<file path="src/verilog/lcrf_pkg.sv">
`default_nettype none
package lcrf_pkg;
    localparam int LCRF_ADDR_W = 8;
    localparam int LCRF_DATA_W = 32;
    // lane 4 offset sits one word below lane 5
    localparam logic [7:0] LCRF_LANE_FOUR_CONTROL_OFF = 8'h14;
    localparam logic [7:0] LCRF_LANE_FIVE_CONTROL_OFF = 8'h18;
    localparam int LCRF_INVERT_BIT = 0;
    localparam int LCRF_POWER_OFF_BIT = 1;
    localparam int LCRF_SPARE_LSB = 2;
    localparam int LCRF_SPARE_MSB = 9;
    localparam int LCRF_SPARE_W = 8;
    localparam logic LCRF_INVERT_RST = 1'h0;
    localparam logic LCRF_POWER_OFF_RST = 1'h0;
    localparam logic [7:0] LCRF_SPARE_RST = 8'h00;
    localparam int LCRF_LANES = 8;
    localparam int LCRF_LANE_FOUR = 4;
    localparam int LCRF_LANE_FIVE = 5;
endpackage
`default_nettype wire

</file>
<file path="src/verilog/lcrf_lane_regs.sv">
// Operation
// lane 5 bit 1: rw power-off, reset 0, drives power-off vector bit 5
// lane 4 bit 1: rw power-off, reset 0, drives power-off vector bit 4
// transport layer reads power-off vector as dropped lanes on reconfiguration
// outside logic masks lane receive transceiver resets with power-off bits
// lane 4 bit 0: rw invert, reset 0, inverts lane 4 transmit data
// lane 5 bit 0: rw invert, reset 0, inverts lane 5 transmit data
// bits 9:2 of each register: rw spare field, reset 0, no effect
// power-off bit is stored even where a variant ignores it
// bits 31:10 read zero, writes there ignored
`timescale 1ns/1ps
`default_nettype none
module lcrf_lane_regs
    import lcrf_pkg::*;
(
    input wire logic clk,
    input wire logic rst_b,
    input wire logic clk_en,
    input wire logic psel,
    input wire logic penable,
    input wire logic pwrite,
    input wire logic [lcrf_pkg::LCRF_ADDR_W-1:0] paddr,
    input wire logic [lcrf_pkg::LCRF_DATA_W-1:0] pwdata,
    output logic [lcrf_pkg::LCRF_DATA_W-1:0] prdata,
    output logic pready,
    output logic pslverr,
    output logic [lcrf_pkg::LCRF_LANES-1:0] lane_power_off,
    output logic lane_four_invert,
    output logic lane_five_invert,
    output logic [lcrf_pkg::LCRF_SPARE_W-1:0] lane_four_spare,
    output logic [lcrf_pkg::LCRF_SPARE_W-1:0] lane_five_spare
);
    import lcrf_pkg::*;

    // one entry per lane: 0 is lane 4, 1 is lane 5
    logic [1:0] invert_reg;
    logic [1:0] power_off_reg;
    logic [LCRF_SPARE_W-1:0] spare_reg [2];
    logic [LCRF_DATA_W-1:0] prdata_reg;
    logic pslverr_reg;
    logic loaded_reg;
    logic capture;
    logic access;
    logic [1:0] hit;

    function automatic logic [1:0] lane_hit(input logic [LCRF_ADDR_W-1:0] a);
        lane_hit = {a == LCRF_LANE_FIVE_CONTROL_OFF, a == LCRF_LANE_FOUR_CONTROL_OFF};
    endfunction

    // reserved bits stay zero in every word that leaves the block
    function automatic logic [LCRF_DATA_W-1:0] lane_word(
        input logic inv,
        input logic pwr,
        input logic [LCRF_SPARE_W-1:0] spr
    );
        lane_word = '0;
        lane_word[LCRF_INVERT_BIT] = inv;
        lane_word[LCRF_POWER_OFF_BIT] = pwr;
        lane_word[LCRF_SPARE_MSB:LCRF_SPARE_LSB] = spr;
    endfunction

    assign hit = lane_hit(paddr);
    // word latched once per transfer, at the first enabled edge with psel high
    assign capture = psel && clk_en && !loaded_reg;
    // ready waits for the latch, so a setup cycle under a low enable still reads fresh data
    assign pready = clk_en && loaded_reg;
    assign access = psel && penable && pready;

    always_ff @(posedge clk) begin
        if (!rst_b) begin
            loaded_reg <= 1'b0;
        end else if (clk_en) begin
            if (!psel || access) begin
                loaded_reg <= 1'b0;
            end else if (capture) begin
                loaded_reg <= 1'b1;
            end
        end
    end

    genvar g;
    generate
        for (g = 0; g < 2; g++) begin : g_lane
            always_ff @(posedge clk) begin
                if (!rst_b) begin
                    invert_reg[g] <= LCRF_INVERT_RST; // see R5
                end else if (access && pwrite && hit[g]) begin
                    invert_reg[g] <= pwdata[LCRF_INVERT_BIT]; // see R5
                end
            end

            always_ff @(posedge clk) begin
                if (!rst_b) begin
                    power_off_reg[g] <= LCRF_POWER_OFF_RST; // see R1
                end else if (access && pwrite && hit[g]) begin
                    // stored on every variant, even where the lane ignores it
                    power_off_reg[g] <= pwdata[LCRF_POWER_OFF_BIT];
                end
            end

            always_ff @(posedge clk) begin
                if (!rst_b) begin
                    spare_reg[g] <= LCRF_SPARE_RST;
                end else if (access && pwrite && hit[g]) begin
                    spare_reg[g] <= pwdata[LCRF_SPARE_MSB:LCRF_SPARE_LSB]; // see R7
                end
            end
        end
    endgenerate

    always_ff @(posedge clk) begin
        if (!rst_b) begin
            prdata_reg <= '0;
        end else if (capture) begin
            prdata_reg <= '0;
            if (!pwrite && hit[0]) begin
                prdata_reg <= lane_word(invert_reg[0], power_off_reg[0], spare_reg[0]);
            end else if (!pwrite && hit[1]) begin
                prdata_reg <= lane_word(invert_reg[1], power_off_reg[1], spare_reg[1]);
            end
        end
    end

    always_ff @(posedge clk) begin
        if (!rst_b) begin
            pslverr_reg <= 1'b0;
        end else if (capture) begin
            // unmapped addresses answer with an error instead of silently dropping
            pslverr_reg <= (hit == 2'b00);
        end else if (access) begin
            pslverr_reg <= 1'b0;
        end
    end

    assign prdata = prdata_reg;
    assign pslverr = pslverr_reg && access;

    // other lanes are not held here and stay in normal mode
    always_comb begin
        lane_power_off = '0;
        lane_power_off[LCRF_LANE_FOUR] = power_off_reg[0]; // see R2
        lane_power_off[LCRF_LANE_FIVE] = power_off_reg[1]; // see R1
    end
    assign lane_four_invert = invert_reg[0];
    assign lane_five_invert = invert_reg[1];
    assign lane_four_spare = spare_reg[0];
    assign lane_five_spare = spare_reg[1];

    pwr_five_write_a: assert property (@(posedge clk) disable iff (!rst_b)
        access && pwrite && hit[1]
        |=> lane_power_off[LCRF_LANE_FIVE] == $past(pwdata[LCRF_POWER_OFF_BIT]))
        else $error("lane five power-off not written");

    pwr_four_write_a: assert property (@(posedge clk) disable iff (!rst_b)
        access && pwrite && hit[0]
        |=> lane_power_off[LCRF_LANE_FOUR] == $past(pwdata[LCRF_POWER_OFF_BIT]))
        else $error("lane four power-off not written");

    pwr_vector_map_a: assert property (@(posedge clk) disable iff (!rst_b)
        lane_power_off[5:4] == power_off_reg && lane_power_off[3:0] == 4'h0
        && lane_power_off[7:6] == 2'h0)
        else $error("power-off vector mapping wrong");

    pwr_stable_a: assert property (@(posedge clk) disable iff (!rst_b) // see R1
        !(access && pwrite) |=> $stable(lane_power_off))
        else $error("power-off changed without write");

    inv_four_write_a: assert property (@(posedge clk) disable iff (!rst_b)
        access && pwrite && hit[0] |=> lane_four_invert == $past(pwdata[LCRF_INVERT_BIT]))
        else $error("lane four invert not written");

    inv_five_write_a: assert property (@(posedge clk) disable iff (!rst_b)
        access && pwrite && hit[1] |=> lane_five_invert == $past(pwdata[LCRF_INVERT_BIT]))
        else $error("lane five invert not written");

    inv_stable_a: assert property (@(posedge clk) disable iff (!rst_b) // see R5
        !(access && pwrite) |=> $stable(lane_four_invert) && $stable(lane_five_invert))
        else $error("invert changed without write");

    spare_write_a: assert property (@(posedge clk) disable iff (!rst_b)
        access && pwrite && hit[0]
        |=> lane_four_spare == $past(pwdata[LCRF_SPARE_MSB:LCRF_SPARE_LSB]))
        else $error("lane four spare not written");

    spare_five_write_a: assert property (@(posedge clk) disable iff (!rst_b)
        access && pwrite && hit[1]
        |=> lane_five_spare == $past(pwdata[LCRF_SPARE_MSB:LCRF_SPARE_LSB]))
        else $error("lane five spare not written");

    spare_stable_a: assert property (@(posedge clk) disable iff (!rst_b)
        !(access && pwrite) |=> $stable(lane_four_spare) && $stable(lane_five_spare))
        else $error("spare changed without write");

    pwr_readback_a: assert property (@(posedge clk) disable iff (!rst_b)
        capture && !pwrite && hit[1]
        |=> prdata[LCRF_POWER_OFF_BIT] == lane_power_off[LCRF_LANE_FIVE])
        else $error("power-off readback wrong");

    rd_four_word_a: assert property (@(posedge clk) disable iff (!rst_b) // see R5
        capture && !pwrite && hit[0]
        |=> prdata == lane_word(lane_four_invert, lane_power_off[LCRF_LANE_FOUR],
            lane_four_spare))
        else $error("lane four readback wrong");

    rd_five_word_a: assert property (@(posedge clk) disable iff (!rst_b) // see R6
        capture && !pwrite && hit[1]
        |=> prdata == lane_word(lane_five_invert, lane_power_off[LCRF_LANE_FIVE],
            lane_five_spare))
        else $error("lane five readback wrong");

    rsvd_zero_a: assert property (@(posedge clk) disable iff (!rst_b)
        prdata[31:10] == 22'h000000)
        else $error("reserved bits not zero");

    rst_pwr_a: assert property (@(posedge clk) // see R1
        !rst_b |=> lane_power_off == 8'h00)
        else $error("power-off not cleared by reset");

    rst_inv_a: assert property (@(posedge clk) // see R5
        !rst_b |=> lane_four_invert == LCRF_INVERT_RST && lane_five_invert == LCRF_INVERT_RST)
        else $error("invert not cleared by reset");

    rst_spare_a: assert property (@(posedge clk)
        !rst_b
        |=> lane_four_spare == LCRF_SPARE_RST && lane_five_spare == LCRF_SPARE_RST)
        else $error("spare not cleared by reset");

    enable_freeze_a: assert property (@(posedge clk) disable iff (!rst_b) // see R1 see R2
        !clk_en |=> $stable(lane_power_off) && $stable(lane_four_spare)
            && $stable(lane_five_spare) && $stable(prdata))
        else $error("state moved while enable low");
endmodule // lcrf_lane_regs
`default_nettype wire

</file>
<file path="config.mk">
export PLATFORM = sky130hd
export DESIGN_NAME = lcrf_lane_regs
export DESIGN_NICKNAME = d
export VERILOG_FILES = /design/src/verilog/lcrf_pkg.sv /design/src/verilog/lcrf_lane_regs.sv
export SDC_FILE = /design/constraint.sdc
export NUM_CORES = 1
export LEC_CHECK = 0
export BUFFER_PORTS_ARGS = -buffer_cell sky130_fd_sc_hd__buf_2
export CAP_MARGIN = 20
export CORE_MARGIN = 1
export CORE_UTILIZATION = 35
export DETAILED_ROUTE_END_ITERATION = 16
export PLACE_DENSITY = 0.67
export SYNTH_ARGS = -nofsm -noshare
export SYNTH_HDL_FRONTEND = slang
export SYNTH_SLANG_ARGS = --single-unit
</file>
<file path="constraint.sdc">
create_clock -name clk -period 1.76 [get_ports clk]
set_input_delay 0.176 -clock clk [delete_from_list [all_inputs] [get_ports clk]]
set_output_delay 0.176 -clock clk [all_outputs]
set_load 0.05 [all_outputs]
</file>
Word level (Yosys, flattened, before mapping) --
Memories as Yosys holds them, arrays and structs flattened. Index checks and enable logic that the tools add are counted.
Storage, ports and cells: flip-flop bits (word level) 38, latch bits 0, memory bits (writable) 16, ROM bits 0, input port bits 46, output and inout port bits 60, word-level logic and storage cells 46, memories 1
Operators by class: add/subtract/negate cells 0, $mul 0, div/mod/pow operators 0, magnitude comparators 0, eq/ne operators 2, shift operators 0, multiplexer cells 15, bitwise gates (word level) 2, reductions and logical operators 19
Memory list:
- spare_reg | depth 2, width 8, read ports 2, clocked after memory_dff 0, wr ports 2, line lcrf_lane_regs.sv:38 | logic [LCRF_SPARE_W-1:0] spare_reg [2];
Operators with widths (number):
- two-way mux 10 bit | 2
- == test 8 x 5 -> 1 bit, second input constant | 2
- two-way mux 8 bit | 2
- logical AND 1 bit | 11
- two-way mux 1 bit | 11
- nonzero test 2 bit | 2
- logical NOT 1 bit | 3
- logical NOT 2 bit | 1
- bitwise OR 1 bit | 2
- AND reduction 2 bit | 1
- logical OR 1 bit | 1

Depth between registers and ports, before layout --
Gate-level depths: netlist of the first run.
depth after elaboration 8, mapped depth 4, gate-level depth less buffers 3

Least setup slack after synthesis of the first run --
Ideal clock, no wire load.
path kind flip-flop to flip-flop, start reg loaded_reg, end mem spare_reg[0][0] (enable), library setup time 329 ps, data arrival time 1050 ps, data required time 1431 ps, slack 382 ps, cell stages (with the launch flop) 5, path buffers 1, clock period less this slack 1378 ps, path through dfxtp_1 > and4_1 > nand4_1 > buf_6 > nand2_1
RTL lines:
- from (decl) | line lcrf_lane_regs.sv:41 | logic loaded_reg;
- from (signal assigned) | line lcrf_lane_regs.sv:71 | loaded_reg <= 1'b0;
- from (signal assigned) | line lcrf_lane_regs.sv:74 | loaded_reg <= 1'b0;
- from (signal assigned) | line lcrf_lane_regs.sv:76 | loaded_reg <= 1'b1;
- to (decl) | line lcrf_lane_regs.sv:38

Worst setup path after layout of the first run --
start reg loaded_reg, end reg prdata_reg[1], in the netlist prdata[1]
On the way: longest elaborated chain between the ends 2
Ends and longest elaborated chain:
- logical NOT 1 bit | line lcrf_lane_regs.sv:64 | assign capture = psel && clk_en && !loaded_reg;
- logical AND 1 bit | line lcrf_lane_regs.sv:64
- to (signal assigned) | line lcrf_lane_regs.sv:117 | prdata_reg <= lane_word(invert_reg[0], power_off_reg[0], spare_reg[0]);
- to (signal assigned) | line lcrf_lane_regs.sv:119 | prdata_reg <= lane_word(invert_reg[1], power_off_reg[1], spare_reg[1]);
- to (decl) | line lcrf_lane_regs.sv:39 | logic [LCRF_DATA_W-1:0] prdata_reg;
No other way between the ends. A chain may end at the register's enable or synchronous reset.

==> run metrics, run 1 <==
Top FF cell, synth edfxtp_1; power density cells 886 mW/mm^2; CTS H-tree lvls 2; num rows 24; FF-to-FF Start loaded_reg; first-pass GRT wire length 4990 um; compound-cell area share of the yosys netlist 0.125; Post-Layout Cell Count 259; critical path data arrival time 1710 ps; root buffer cell clkbuf_8; total track usage 0.135; RSZ-0062 raised after global routing false; Final Hold Fails 0; # diodes 0; final instance area 0.00188 mm^2; drt wl/cell 11.9 um; Clock transition at path regs 60 ps; post-CTS setup buffers 0; setup violators final 0; Hold WS 156 ps; worst vdd rail ir drop 277 uV; Setup crit end kind register; Worst Tran Pin Value 724 ps; Mapped Area 0.00157 mm^2; Initial Util 0.364; yosys warns 0; Core Region 0.00432 mm^2; syn_area_per_cell 10.6 um^2; Synth async-reset ratio 0; remaining antenna violation count 0; hpwl dp 2350 um; Worst setup SP type register; hold_buf cts 0; Max Root-Sink Buffers 2; drc violations 0; Worst Reg-to-Reg Cells 3; Synth Area in Adders 0; # IOs 106; vias in the first global route 1,092; drt pass-1 iters 4; Distinct cells, synth 23; final worst setup slack 278 ps; HP Start pwdata[0]; largest net degree at the start of global routing 14; CTS resizes 0; layout net count 252; Post-Synth XOR/XNOR Area 0; Leak 0.933 nW; via count 1,157; Final Total Pwr 1.67 mW; Util after Layout 0.435; Synth Instances 148; Avg Vias per Cell 4.47; Worst Setup SP loaded_reg; number of max-cap violations 0; TritonCTS Sinks 32; DRT iter0 DRCs 72; Clk Latency, worst-skew pair 290 ps; post-route setup TNS 0 ps; Min-Delay Path Class input port to register; Relative slew margins 0.516; initial antenna violation count 0; status finished, final reports clean; Worst Path Required 1990 ps; hold path cells 3; port bufs 55; GPL Wtd Cong 0.763; simple-gate portion of the synthesized area 0.172; max reg flops 16; total gr overflow 0; drt total wl 3090 um; largest family of logic cells by synthesized area simple AND/OR/NAND/NOR gates; Post-synth EDFFs 16; crit path max fanout 10; share of cells above drive strength 1 0.333; Tcrit/Tclk final 0.842; Die ar. 0.00477 mm^2; WS Path Type register to register; Die X 69.1 um; Num CTS Buffers 5; clk_skew 5.15 ps; DP Area 0.00179 mm^2; die height 69.1 um; CTS tree done; post-synthesis mux area share 0.0254; R2R Setup Slk 280 ps; number of synthesized register bits 32; Layout area overhead 19.6%; Cells after DPL 251; Peak Freq 675 MHz; Seq/Total Area, Yosys 0.509; fin. max-slew vios 0; Min Clock Period, post-route 1480 ps; setup slack after placement 238 ps
==> critical path: stages, from the launching register on <==
cell and delay [ps]:
dfxtp_1 380, and3b_1 230, nor2b_1 580, a22o_1 250
==> logic make-up (layout without fill, tap and decap cells) <==
logic type	Yosys count	after routing
other	1	28
buffers and inverters	36	68
DFF	32	32
AOI/OAI and AO/OA	23	23
and+or+nand+nor	52	52
muxes	4	4
==> worst paths after layout <==
| path | end |
|---|---|
| max | prdata[1] |
| min | lane_four_invert |
| max reg2reg | prdata[1] |
| min reg2reg | lane_four_invert |
==> layout make-up <==
class                   instances  area [um^2]
fillers                       442         2440
flip-flops and latches         32          801
multi-input cells             107          612
repair buffers                 60          313
clock buffers                   6         82.6
well taps                      52         65.1
clock inverters                 2         10.0
==> cells in the final DEF (no fill, tap or decap), types with 2 or more instances in the layout <==
cell and count:
buf_2 55, conb_1 28, a22o_1 20, nor2_1 17
nand2_1 17, dfxtp_1 16, edfxtp_1 16, clkbuf_8 6
buf_4 5, and3b_1 4, nor2b_1 4, mux2i_1 4
and2_1 2, and4_1 2, nand4_1 2, nand3_1 2
clkinv_2 2
==> metal layers <==
layer | up-vias | part of all wire | track usage
li1 | 580 | - | -
met1 | 525 | 0.40 | 0.153
met2 | 46 | 0.50 | 0.222
met3 | 6 | 0.082 | 0.0585
met4 | 0 | 0.017 | 0.0544
met5 | - | 0 | 0
==> cells in the mapped netlist (all sizes together) (3+ instances only) <==
master  number  share of area
mux2i        4          0.025
dfxtp       16           0.20
edfxtp      16           0.31
and3b        4          0.022
nor2b        4          0.016
clkbuf       3         0.0079
buf         33           0.16
a22o        20           0.11
nor2        17          0.041
nand2       17          0.041
==> power breakdown <==
| part | total [mW] | switching (mW) | internal [mW] |
|---|---|---|---|
| sequential | 0.803 | 0.00804 | 0.795 |
| combinational | 0.287 | 0.235 | 0.0515 |
| clock | 0.578 | 0.267 | 0.311 |
| total | 1.67 | 0.510 | 1.16 |
Power figures use the tool's default switching activity.
==> run 2, diff against run 1 <==
clock period = 1.4 ns   (was 1.76 ns; I/O delays follow)
==> run 2 against run 1 <==
  * Final area up 2.2%
  * Clock power increased by 14%
  * Cell count grew 1.2%
  * Sequential power is 26% higher
  * Non-clock buffer count increased by 3
  * Clock skew barely moved
  * Clock-buffer cell count up 1
  * Die area unchanged
  * Combinational power increased by 32%
  * Core utilization increased by 0.95 points
  * Largest cell class unchanged
  * Highest routed layer unchanged
==> run metrics, run 2 (synthesis gave the netlist of run 1 again) <==
Min Clock Period, post-route 1330 ps; Die X 69.1 um (unchanged); drt wl/cell 11.9 um (about the same); largest net degree at the start of global routing 17 (+3); Initial Util 0.364 (unchanged); fin. max-slew vios 0 (unchanged); Hold WS 131 ps (-24.7 ps); layout net count 255 (+1.2%); crit path max fanout 3 (-7); Max Root-Sink Buffers 2 (unchanged); vias in the first global route 1,098 (+0.55%); area occupied by multi-input gates 614 um^2 (+0.41%); DP Area 0.00184 mm^2 (+2.7%); Final Total Pwr 2.05 mW (+23%); HP Start pwdata[1]; Avg Vias per Cell 4.45 (-0.38%); Die ar. 0.00477 mm^2 (unchanged); hold_buf cts 0 (unchanged); num rows 24 (unchanged); # IOs 106 (unchanged); TritonCTS Sinks 32 (unchanged); worst vdd rail ir drop 408 uV (+47%); setup violators final 0 (unchanged); root buffer cell clkbuf_8; power density cells 1060 mW/mm^2 (+20%); total gr overflow 0 (unchanged); Tcrit/Tclk final 0.951; commonest non-fill, non-tap cells in the layout 54 x buf_2, 28 x conb_1, 20 x a22o_1; Worst Path Required 1260 ps (-730 ps); Worst setup SP type register; Layout area overhead 22.3%; Min-Delay Path Class input port to register; CTS tree done; initial antenna violation count 0 (unchanged); clk_skew 4.88 ps (-0.270 ps); via count 1,166 (+0.78%); final worst setup slack 68.3 ps (-210 ps); Clock transition at path regs 60 ps (about the same); Num CTS Buffers 5 (unchanged); Clk Latency, worst-skew pair 280 ps (about the same); CTS H-tree lvls 2 (unchanged); most common cell after layout, fill and taps aside buf_2; Setup crit end kind output port; Worst path max stage delay 330 ps (-250 ps); final instance area 0.00192 mm^2 (+2.2%); Peak Freq 751 MHz; Layout fillers 443 (+0.23%); RSZ-0062 raised after global routing false; FF-to-FF Start loaded_reg; total track usage 0.136 (+0.00116); number of max-cap violations 0 (unchanged); status finished, final reports clean; critical path data arrival time 1190 ps (-520 ps); Core Region 0.00432 mm^2 (unchanged); Worst Setup SP loaded_reg; GPL Wtd Cong 0.775 (+1.7%); remaining antenna violation count 0 (unchanged); first-pass GRT wire length 5000 um (+0.28%); CP cell instances and4_1, and2_1, clkbuf_4; drt total wl 3130 um (+1.2%); Leak 0.949 nW (+1.7%); drc violations 0 (unchanged); drt pass-1 iters 4 (unchanged); die height 69.1 um (unchanged); share of cells above drive strength 1 0.338 (+0.00476); Final Hold Fails 0 (unchanged); DRT iter0 DRCs 43 (-40%); # diodes 0 (unchanged); port bufs 55 (unchanged); CP max stage cell dfxtp_1; hpwl dp 2400 um (+1.8%); setup slack after placement -10.3 ps (-248 ps); Reg area 801 um^2 (unchanged); WS Path Type register to output port; max reg flops 16 (unchanged); Util after Layout 0.445 (+0.00955)
## run 2: worst paths after layout
check | end | slack, ps | depth (start not counted)
setup / recovery | pslverr | 70 | 3
hold / removal | lane_power_off[4] | 130 | 3
setup reg to reg | prdata[0] | 130 | 3
hold reg to reg | lane_four_invert | 470 | 2
## run 2: layer usage
layer  global-route usage  share of wire  up-vias
li1                     -              -      584
met4               0.0680          0.022        0
met5                    0              0        -
met1                0.147           0.39      528
met3               0.0556          0.075        8
met2                0.230           0.51       46
## run 2: cell type report
class	instances	share of cell area
Clock inverter	1	0.00260
Sequential cell	32	0.416
Multi-Input combinational cell	107	0.319
Tap cell	52	0.0338
Clock buffer	7	0.0397
Timing Repair Buffer	63	0.189
## run 2: power breakdown
part / leakage [nW] / internal, mW / total, mW / switching, mW
clock network: 0.0422 / 0.348 / 0.661 / 0.313
registers: 0.296 / 1.00 / 1.01 / 0.00952
logic: 0.611 / 0.0783 / 0.378 / 0.300
## run 2: what timing repair did
item | in CTS | in global routing
buffers inserted | 0 | 0
resized for setup | 1 | 1
endpoints found under the setup margin | 10 | 1
## run 2: worst max-delay path, delay by kind of cell (launching register included)
family	cells	cell delay, ps
AND/OR/NAND/NOR	2	370
flip-flops	1	330
buffers and inverters	1	220
## run 2: stage by stage
stage,setup TNS [ps],cells
floorplan,0,175
global route,0,262
global placement,0,254
CTS,0,262
detailed placement,-30.3,254
finish,0,262
